==> src/hw/fmio_pkg.sv <==
package fmio_pkg;
   // register indices; byte address is four times the index
   localparam logic [5:0] IDX_MASTER_MODE = 6'h00;
   localparam logic [5:0] IDX_IO_CONFIG_ONE = 6'h01;
   localparam logic [5:0] IDX_IO_CONFIG_TWO = 6'h02;
   localparam logic [7:0] RESET_VALUE = 8'h00;
   // master_mode fields
   localparam int SOFTWARE_RESET_BIT = 0;
   localparam int LINE_STANDARD_SELECT = 1;
   localparam int TEST_FIELD_LSB = 2;
   localparam logic [3:0] MASTER_MODE_MASK = 4'hf;
   localparam logic [1:0] TEST_NORMAL = 2'h0;
   localparam logic [1:0] TEST_TRISTATE = 2'h1;
   localparam logic [1:0] TEST_FORCE_LOW = 2'h2;
   localparam logic [1:0] TEST_FORCE_HIGH = 2'h3;
   // io_config_one fields
   localparam int OUTPUT_FORMAT_SELECT = 0;
   localparam int TRANSMIT_SYNC_DIRECTION = 1;
   localparam int TRANSMIT_SYNC_MODE = 2;
   localparam int TRANSMIT_SYNC_DOUBLE_WIDE = 3;
   localparam int RECEIVE_SYNC_DIRECTION = 4;
   localparam int RECEIVE_SYNC_MODE_ONE = 5;
   localparam int RECEIVE_SYNC_MODE_TWO = 6;
   localparam int RECEIVE_SYNC_SKIP = 7;
   // io_config_two fields
   localparam int RECEIVE_CLOCK_INVERT = 7;
   // clocks spent clearing the register space after a software reset
   localparam logic [2:0] SOFT_RESET_CYCLES = 3'h4;

   typedef struct packed {
      logic tpos;
      logic tneg;
      logic rclk;
      logic receive_sync_pin;
      logic transmit_sync_pin;
   } fmio_pins_t;

   typedef enum logic {FMIO_IDLE, FMIO_CLEARING} fmio_rst_state_t;
endpackage : fmio_pkg

==> src/hw/fmio_config.sv <==
//////////////////////////////////////////////////////////////////////////////
//
// The Avalon-MM slave port is this design's own decision.
module fmio_config (
   // clock and reset
   input wire logic i_core_clk,
   input wire logic i_rst,
   // avalon-mm slave
   input wire logic [7:0] i_avs_address,
   input wire logic i_avs_read,
   input wire logic i_avs_write,
   input wire logic [3:0] i_avs_byteenable,
   input wire logic [31:0] i_avs_writedata,
   output logic [31:0] o_avs_readdata,
   output logic o_avs_waitrequest,
   // framer side, same clock
   input wire logic i_es_enable,
   input wire logic i_rx_sig_reinsert_en,
   input wire logic i_rx_frame_pulse,
   input wire logic i_rx_mf_pulse,
   input wire logic i_rx_crc4_mf_pulse,
   input wire logic i_rx_sig_frame,
   input wire logic i_tx_frame_pulse,
   input wire logic i_tx_mf_pulse,
   input wire logic i_tx_sig_frame,
   input wire logic i_tx_bipolar_pos,
   input wire logic i_tx_bipolar_neg,
   input wire logic i_tx_nrz,
   output logic o_line_e1,
   output logic o_soft_reset_busy,
   output logic o_pport_tristate,
   output logic o_receive_sync_pin_in_pulse,
   output logic o_receive_sync_pin_in_mf,
   output logic o_transmit_sync_pin_in_pulse,
   output logic o_transmit_sync_pin_in_mf,
   // pins
   input wire logic i_rclk_pin,
   input wire logic i_receive_sync_pin_pin,
   input wire logic i_transmit_sync_pin_pin,
   output fmio_pkg::fmio_pins_t o_pin_out,
   output fmio_pkg::fmio_pins_t o_pin_oe_n
);

   //////////////////////////////////////////////////////////////////////////
   logic wait_reg, wait_next;
   logic [31:0] rdata_reg, rdata_next;
   logic [7:0] mm_reg, mm_next, io1_reg, io1_next, io2_reg, io2_next;
   fmio_pkg::fmio_rst_state_t state_reg, state_next;
   logic [2:0] cnt_reg, cnt_next;
   logic [5:0] idx;
   logic wr_hit;

   function automatic logic [7:0] read_mux(input logic [5:0] i, input logic [7:0] a,
                                           input logic [7:0] b, input logic [7:0] c);
      logic [7:0] r;
      r = 8'h00;
      if (i == fmio_pkg::IDX_MASTER_MODE) r = a;
      else if (i == fmio_pkg::IDX_IO_CONFIG_ONE) r = b;
      else if (i == fmio_pkg::IDX_IO_CONFIG_TWO) r = c;
      return r;
   endfunction : read_mux

   assign idx = i_avs_address[7:2];
   // a write lands only on the edge where waitrequest is seen low
   assign wr_hit = i_avs_write && !wait_reg && i_avs_byteenable[0];

   // waitrequest defaults high, so every request costs exactly one wait state
   always_comb begin
      wait_next = 1'b1;
      rdata_next = rdata_reg;
      if ((i_avs_read || i_avs_write) && wait_reg) begin
         wait_next = 1'b0;
         rdata_next = {24'h000000, read_mux(idx, mm_reg, io1_reg, io2_reg)};
      end
   end

   always_comb begin
      mm_next = mm_reg;
      io1_next = io1_reg;
      io2_next = io2_reg;
      state_next = state_reg;
      cnt_next = cnt_reg;
      unique case (state_reg)
         fmio_pkg::FMIO_IDLE: begin
            if (wr_hit && idx == fmio_pkg::IDX_MASTER_MODE) begin
               if (i_avs_writedata[fmio_pkg::SOFTWARE_RESET_BIT]) begin
                  // bit reads 0 here, so any written 1 is a rising edge
                  state_next = fmio_pkg::FMIO_CLEARING;
                  cnt_next = fmio_pkg::SOFT_RESET_CYCLES - 3'h1;
                  mm_next = fmio_pkg::RESET_VALUE | 8'h01;
                  io1_next = fmio_pkg::RESET_VALUE;
                  io2_next = fmio_pkg::RESET_VALUE;
               end else begin
                  mm_next = {4'h0, i_avs_writedata[3:1] & fmio_pkg::MASTER_MODE_MASK[3:1],
                             1'b0};
               end
            end else if (wr_hit && idx == fmio_pkg::IDX_IO_CONFIG_ONE) begin
               io1_next = i_avs_writedata[7:0];
            end else if (wr_hit && idx == fmio_pkg::IDX_IO_CONFIG_TWO) begin
               io2_next = i_avs_writedata[7:0];
            end
         end
         fmio_pkg::FMIO_CLEARING: begin
            // writes are dropped while the register space is being cleared
            mm_next = fmio_pkg::RESET_VALUE | 8'h01;
            io1_next = fmio_pkg::RESET_VALUE;
            io2_next = fmio_pkg::RESET_VALUE;
            cnt_next = cnt_reg - 3'h1;
            if (cnt_reg == 3'h0) begin
               state_next = fmio_pkg::FMIO_IDLE;
               mm_next = fmio_pkg::RESET_VALUE;
            end
         end
      endcase
   end

   always_ff @(posedge i_core_clk or posedge i_rst) begin
      if (i_rst) begin
         wait_reg <= 1'b1;
         rdata_reg <= 32'h00000000;
         mm_reg <= 8'h00;
         io1_reg <= 8'h00;
         io2_reg <= 8'h00;
         state_reg <= fmio_pkg::FMIO_IDLE;
         cnt_reg <= 3'h0;
      end else begin
         wait_reg <= wait_next;
         rdata_reg <= rdata_next;
         mm_reg <= mm_next;
         io1_reg <= io1_next;
         io2_reg <= io2_next;
         state_reg <= state_next;
         cnt_reg <= cnt_next;
      end
   end

   assign o_avs_waitrequest = wait_reg;
   assign o_avs_readdata = rdata_reg;

   //////////////////////////////////////////////////////////////////////////
   logic [1:0] rclk_s_reg, receive_sync_pin_s_reg, transmit_sync_pin_s_reg;
   logic rfp_d_reg, tfp_d_reg, mf_odd_reg, mf_odd_next;
   fmio_pkg::fmio_pins_t out_reg, out_next, oe_reg, oe_next, func, func_oe;
   logic e1, skip_en, receive_sync_pin_input, mf_sel, rx_frame, rx_mf, tx_frame;
   logic e1_reg, busy_reg, ptri_reg, rin_reg, rin_mf_reg, tin_reg, tin_mf_reg;
   logic [1:0] test;

   assign e1 = mm_reg[fmio_pkg::LINE_STANDARD_SELECT];
   assign test = mm_reg[fmio_pkg::TEST_FIELD_LSB +: 2];
   // the field can only say input once the elastic store is running
   assign receive_sync_pin_input = io1_reg[fmio_pkg::RECEIVE_SYNC_DIRECTION] && i_es_enable;
   assign skip_en = io1_reg[fmio_pkg::RECEIVE_SYNC_SKIP] && !i_es_enable;

   always_comb begin
      mf_sel = i_rx_mf_pulse;
      if (e1 && io1_reg[fmio_pkg::RECEIVE_SYNC_MODE_TWO]) begin
         mf_sel = i_rx_crc4_mf_pulse;
      end
      mf_odd_next = skip_en ? (mf_odd_reg ^ mf_sel) : 1'b0;
      rx_mf = mf_sel && !(skip_en && mf_odd_reg);
      rx_frame = i_rx_frame_pulse || (!e1 && io1_reg[fmio_pkg::RECEIVE_SYNC_MODE_TWO]
                 && i_rx_sig_frame && rfp_d_reg);
      tx_frame = i_tx_frame_pulse || (io1_reg[fmio_pkg::TRANSMIT_SYNC_DOUBLE_WIDE]
                 && i_tx_sig_frame && tfp_d_reg);
      func.receive_sync_pin = io1_reg[fmio_pkg::RECEIVE_SYNC_MODE_ONE] ? rx_mf : rx_frame;
      func.transmit_sync_pin = io1_reg[fmio_pkg::TRANSMIT_SYNC_MODE] ? i_tx_mf_pulse : tx_frame;
      if (io1_reg[fmio_pkg::OUTPUT_FORMAT_SELECT]) begin
         func.tpos = i_tx_nrz;
         func.tneg = 1'b0;
      end else begin
         func.tpos = i_tx_bipolar_pos;
         func.tneg = i_tx_bipolar_neg;
      end
      // a resampled copy of the clock; good for slow line clocks only
      func.rclk = rclk_s_reg[1] ^ io2_reg[fmio_pkg::RECEIVE_CLOCK_INVERT];
      func_oe = '0;
      func_oe.receive_sync_pin = receive_sync_pin_input;
      func_oe.transmit_sync_pin = !io1_reg[fmio_pkg::TRANSMIT_SYNC_DIRECTION];
      out_next = func;
      oe_next = func_oe;
      unique case (test)
         fmio_pkg::TEST_NORMAL: begin
            out_next = func;
         end
         fmio_pkg::TEST_TRISTATE: begin
            oe_next = '1;
         end
         fmio_pkg::TEST_FORCE_LOW: begin
            out_next = '0;
            oe_next = '0;
         end
         fmio_pkg::TEST_FORCE_HIGH: begin
            out_next = '1;
            oe_next = '0;
         end
      endcase
   end

   always_ff @(posedge i_core_clk or posedge i_rst) begin
      if (i_rst) begin
         rclk_s_reg <= 2'h0;
         receive_sync_pin_s_reg <= 2'h0;
         transmit_sync_pin_s_reg <= 2'h0;
         rfp_d_reg <= 1'b0;
         tfp_d_reg <= 1'b0;
         mf_odd_reg <= 1'b0;
         out_reg <= '0;
         // pins stay undriven until the first clock after reset
         oe_reg <= '1;
         e1_reg <= 1'b0;
         busy_reg <= 1'b0;
         ptri_reg <= 1'b0;
         rin_reg <= 1'b0;
         rin_mf_reg <= 1'b0;
         tin_reg <= 1'b0;
         tin_mf_reg <= 1'b0;
      end else begin
         rclk_s_reg <= {rclk_s_reg[0], i_rclk_pin};
         receive_sync_pin_s_reg <= {receive_sync_pin_s_reg[0], i_receive_sync_pin_pin};
         transmit_sync_pin_s_reg <= {transmit_sync_pin_s_reg[0], i_transmit_sync_pin_pin};
         rfp_d_reg <= i_rx_frame_pulse;
         tfp_d_reg <= i_tx_frame_pulse;
         mf_odd_reg <= mf_odd_next;
         out_reg <= out_next;
         oe_reg <= oe_next;
         e1_reg <= e1;
         busy_reg <= (state_reg == fmio_pkg::FMIO_CLEARING);
         ptri_reg <= (test == fmio_pkg::TEST_TRISTATE);
         rin_reg <= receive_sync_pin_input && receive_sync_pin_s_reg[1];
         rin_mf_reg <= receive_sync_pin_input && io1_reg[fmio_pkg::RECEIVE_SYNC_MODE_ONE]
                       && i_rx_sig_reinsert_en;
         tin_reg <= !io1_reg[fmio_pkg::TRANSMIT_SYNC_DIRECTION] && transmit_sync_pin_s_reg[1];
         tin_mf_reg <= io1_reg[fmio_pkg::TRANSMIT_SYNC_MODE];
      end
   end

   assign o_pin_out = out_reg;
   assign o_pin_oe_n = oe_reg;
   assign o_line_e1 = e1_reg;
   assign o_soft_reset_busy = busy_reg;
   assign o_pport_tristate = ptri_reg;
   assign o_receive_sync_pin_in_pulse = rin_reg;
   assign o_receive_sync_pin_in_mf = rin_mf_reg;
   assign o_transmit_sync_pin_in_pulse = tin_reg;
   assign o_transmit_sync_pin_in_mf = tin_mf_reg;
endmodule : fmio_config

==> config.mk <==
export PLATFORM = sky130hd
export DESIGN_NAME = fmio_config
export DESIGN_NICKNAME = d
export VERILOG_FILES = /design/src/hw/fmio_pkg.sv /design/src/hw/fmio_config.sv
export SDC_FILE = /design/constraint.sdc
export NUM_CORES = 1
export LEC_CHECK = 0
export ABC_AREA = 1
export BUFFER_PORTS_ARGS = -buffer_cell sky130_fd_sc_hd__buf_2
export CORE_MARGIN = 2
export CORE_UTILIZATION = 40
export CTS_BUF_LIST = sky130_fd_sc_hd__clkbuf_8
export CTS_CLUSTER_SIZE = 28
export DETAILED_ROUTE_END_ITERATION = 6
export PLACE_DENSITY = 0.77
export REMOVE_ABC_BUFFERS = 1
export SLEW_MARGIN = 25
export SYNTH_ARGS = -nofsm -noshare
export SYNTH_HDL_FRONTEND = slang
export SYNTH_SLANG_ARGS = --single-unit
==> constraint.sdc <==
create_clock -name i_core_clk -period 3.7 [get_ports i_core_clk]
set_clock_uncertainty 0.05 [all_clocks]
set_input_delay 0.555 -clock i_core_clk [delete_from_list [all_inputs] [get_ports i_core_clk]]
set_output_delay 0.555 -clock i_core_clk [all_outputs]
set_load 0.05 [all_outputs]
# == Word level (Yosys, flattened, before mapping) ==
# Index checks and enable logic that the tools add are counted.
# totals
output_inout_bits,50
in_bits,63
regBits,63
# classes
bitwise_logic,3
eq_ne,11
addsub,1
n_reduce_logical,34
mux,30
# ops
operator,count
$mux 8,10
$pmux 8 s2,3
$logic_and 1x1->1,20
$pmux 5 s2,2
$ne 3x3->1 const B,4
$mux 1,9
$eq 6x1->1 const B,1
$eq 6x2->1 const B,1
$logic_not 6->1,1
$mux 3,2
$pmux 3 s2,1
$logic_not 1->1,5
$eq 2x2->1 const B,2
$mux 4,1
$ne 2x2->1 const B,2
$reduce_and 2->1,2
$logic_not 3->1,1
$logic_or 1x1->1,3
$reduce_and 3->1,1
$sub 3x1->3 const B,1
$eq 2x1->1 const B,1
$mux 2,1
$pmux 1 s2,1
$reduce_or 2->1,1
2 further kinds,3

# == Depth between registers and ports, before layout ==
# logic_depth
word_depth,8
mapped_depth,8
depth_no_buf,8

# == Worst setup path before layout ==
# OpenSTA, ideal clock, no wires.
# synth_path
path_kind,input-to-reg
startpoint,in i_avs_address[5]
endpoint,reg io1_reg[1]
setup_time_ns,0.117
required_time_ns,3.533
path_slack_ns,2.150
path_stages,7
n_path_buf,1
arrival_ns,1.383
cell_sequence,nor2_1 nand2_1 nor2_4 nand3_4 buf_6 nand4_1 nand2_1
# synth_between
elab_chain_len,4
word_cells_on_any_way,9
cone_classes,eq/ne: 3; mux: 2; reduce/logical: 4
# synth_rtl
element,line_no,source
start: declaration,fmio_config.sv:9,"input wire logic [7:0] i_avs_address,"
$eq 6x1->1 / $logic_not 6->1 (equally long branches),"fmio_config.sv:97, fmio_config.sv:85",
"$logic_and 1x1->1, on equally long branches","fmio_config.sv:97, fmio_config.sv:85",
$ne 3x3->1 (no source line) / $mux 8 (equally long branches),--,
$reduce_and 2->1 (no source line) / $pmux 8 s2 (equally long branches),--,
end signal: assignment,fmio_config.sv:130,io1_reg <= io1_next;
end: declaration,fmio_config.sv:47,"logic [7:0] mm_reg, mm_next, io1_reg, io1_next, io2_reg, io2_next;"
# Parallel ways exist; a longest one is shown, timed or not.
# A chain may end at the register's enable or synchronous reset.

# == Final worst setup path ==
# layout_path
startpoint,"reg wait_reg, in the netlist o_avs_waitrequest"
endpoint,out o_avs_waitrequest
# layout_lines
element,line_no,source
start: declaration,fmio_config.sv:45,"logic wait_reg, wait_next;"
start signal: assignment,fmio_config.sv:127,wait_reg <= wait_next;
end: declaration,fmio_config.sv:15,"output logic o_avs_waitrequest,"
# No word-level cell between the ends.

==> flow_summary.json <==
{
  "path_clk_slew_ns": 0.06,
  "maxCapViolCount": 0,
  "setup_viol": 0,
  "p_int_mw": 0.9607,
  "place_hpwl_mm": 4.199,
  "die_y_um": 85.22,
  "start_kind": "flip-flop",
  "path_delay_family": "flip-flops",
  "first_global_vias": 2041,
  "startpoint": "o_avs_waitrequest$_DFF_PP1_",
  "grt_pass1_wl_mm": 9.370,
  "r2r-start": "state_reg$_DFF_PP0_",
  "dieArea_um2": 7262,
  "hp-class": "in -> reg",
  "min_period_ns": 1.778,
  "drive_above_1_share": 0.2790,
  "drv_slew": 0,
  "postCtsHoldBufs": 0,
  "port_buffers": 59,
  "r2r_cells": 5,
  "wl_per_cell_um": 12.92,
  "nNetsFinal": 422,
  "num_vias": 2138,
  "clock_sinks": 57,
  "p_leak_nw": 1.702,
  "vias_per_cell": 4.870,
  "clockBufferDepth": 2,
  "cts_resized": 0,
  "crit_cells": 1,
  "fin_setup_tns_ns": 0,
  "ys_ff_latch": 57,
  "r2r_end": "io2_reg[5]$_DFFE_PP0P_",
  "fin_crit_sh": 0.4805,
  "cts_setup_buffers": 0,
  "path_cells": "buf_2",
  "worstHoldEndpoint": "transmit_sync_pin_s_reg[0]$_DFF_PP0_",
  "cts_tree": "done",
  "drt_iter0_markers": 85,
  "p_comb_frac": 0.134,
  "yosysSeqAreaShare": 0.5424,
  "layout_common_cells": "nand2_1, buf_2, dfrtp_1, nand3_1, conb_1",
  "status": "completed",
  "layout_commonest_cell": "nand2_1",
  "final_area_um2": 3084,
  "power_switching_mw": 0.4130,
  "grt_setup_unrepaired": "false",
  "syn_area_per_cell_um2": 9.006,
  "grt_overflow": 0,
  "clk_latency_ns": 0.33,
  "die-width_um": 85.22,
  "ir_drop_mv": 0.2053,
  "dp.cells": 423,
  "area_growth_pct": 16.88,
  "grt_max_degree": 36,
  "pwr_density_cell_nw_per_um2": 445.4,
  "h-tree-depth": 3,
  "holdPathStages": 1,
  "hold_start": "i_transmit_sync_pin_pin",
  "numCtsBuffers": 9,
  "post-route-drc-count": 0,
  "holdWs_ns": 0.2771,
  "dr.pass1.iters": 4,
  "diodes": 0,
  "ios": 113,
  "seq_power_share": 0.483,
  "totalWireLength_mm": 5.674,
  "crit_type": "reg -> out",
  "post_dp_cell_area_um2": 2903,
  "max_freq_mhz": 562.5,
  "fin_cells": 439,
  "core_um2": 6350,
  "start_util": 0.4156,
  "clockRootBuffer": "clkbuf_8",
  "track_usage": 0.1672,
  "ant_nets": 0,
  "clockPowerShare": 0.383,
  "critPathCaptureType": "output pin",
  "ys_types": 25,
  "gp_congestion": 0.8302,
  "crit_buf_inv": 1,
  "hold_viol_final": 0,
  "slowest_stage": "dfstp_2",
  "cpPeakStageDelay_ns": 0.57,
  "synth_cells": 293,
  "cp_data_required_time_ns": 3.09,
  "antenna_found_initial": 0,
  "maxSlewHeadroom": 0.5142,
  "tightest_slew_ns": 0.7276,
  "r2r_setup_slack_ns": 2.09,
  "fin_total_pwr_mw": 1.374,
  "synthesis.area_um2": 2639,
  "path_max_fanout": 3,
  "crit_arrival_ns": 1.17,
  "swShare": 0.3007,
  "ys_warn_count": 0,
  "placementRows": 29
}
==> metal layers <==
metal,vias to the layer above,track usage,part of all wire
met5,-,0,0
met3,9,0.04669,0.066
met4,0,0.06782,0.017
met1,1022,0.2216,0.44
met2,67,0.2599,0.47
li1,1040,-,-
==> power by group through the flow <==
stage / Combinational, mW / Clock, mW / Sequential (mW)
global placement: 0.182 / 0 / 0.674
floorplan: 0.103 / 0 / 0.706
CTS: 0.185 / 0.536 / 0.663
global route: 0.199 / 0.570 / 0.666
detailed placement: 0.185 / 0 / 0.675
finish: 0.184 / 0.527 / 0.663
==> worst reg2reg max path, stage by stage, from the launching register on <==
cell and delay, ns:
dfrtp_1 0.45, nor2_1 0.40, nand3_4 0.27, nand2_2 0.23
nand2_1 0.08, nand2_1 0.06
==> cell type report <==
class / instances / area (um^2)
fillers: 608 / 3266
flip-flops and latches: 57 / 1431
multi-input cells: 204 / 978.4
repair buffers: 60 / 302.8
clock buffers: 11 / 151.4
well taps: 77 / 96.34
inverters: 25 / 93.84
clock inverters: 5 / 30.03
==> cell usage after synthesis <==
cell type,n,area share
o21bai_1,1,0.0028
buf_4,26,0.074
nand3_2,1,0.0038
nor2_1,14,0.020
nand2_2,5,0.012
inv_1,19,0.027
o21ai_1,7,0.013
dfstp_2,4,0.040
buf_2,3,0.0057
a21oi_1,5,0.0095
nand3_4,1,0.0066
nand4_1,16,0.038
o211ai_1,5,0.014
conb_1,1,0.0014
o21ai_0,7,0.013
nand3_1,24,0.046
a21boi_1,1,0.0028
inv_2,6,0.0085
buf_6,1,0.0043
nor2_4,4,0.017
nor2_2,3,0.0071
nand2_1,83,0.12
ha_1,2,0.0095
xnor2_1,1,0.0033
dfrtp_1,53,0.50
==> kinds of logic after synthesis <==
group,synth area share
buffers and inverters,0.1195
AO/OA/AOI/OAI,0.05595
other,0.001421
AND/OR/NAND/NOR,0.2679
adder cells (fa/ha/maj),0.009482
flip-flops,0.5424
XOR/XNOR,0.003320
==> worst max-delay path by stage <==
stage | end
floorplan | cnt_reg[0]$_DFFE_PP0P_
global route | o_avs_waitrequest
global placement | io2_reg[7]$_DFFE_PP0P_
finish | o_avs_waitrequest
detailed placement | io1_reg[1]$_DFFE_PP0P_
CTS | o_avs_waitrequest
==> per-stage QoR <==
| step | utilization | worst slack [ns] |
|---|---|---|
| finish | 0.4857 | 1.922 |
| global route | 0.4857 | 1.886 |
| detailed placement | 0.4571 | 1.683 |
| global placement | 0.4571 | 1.727 |
| floorplan | - | 1.702 |
| CTS | 0.4857 | 1.910 |
No activity file was read; power rests on OpenSTA's default activity.
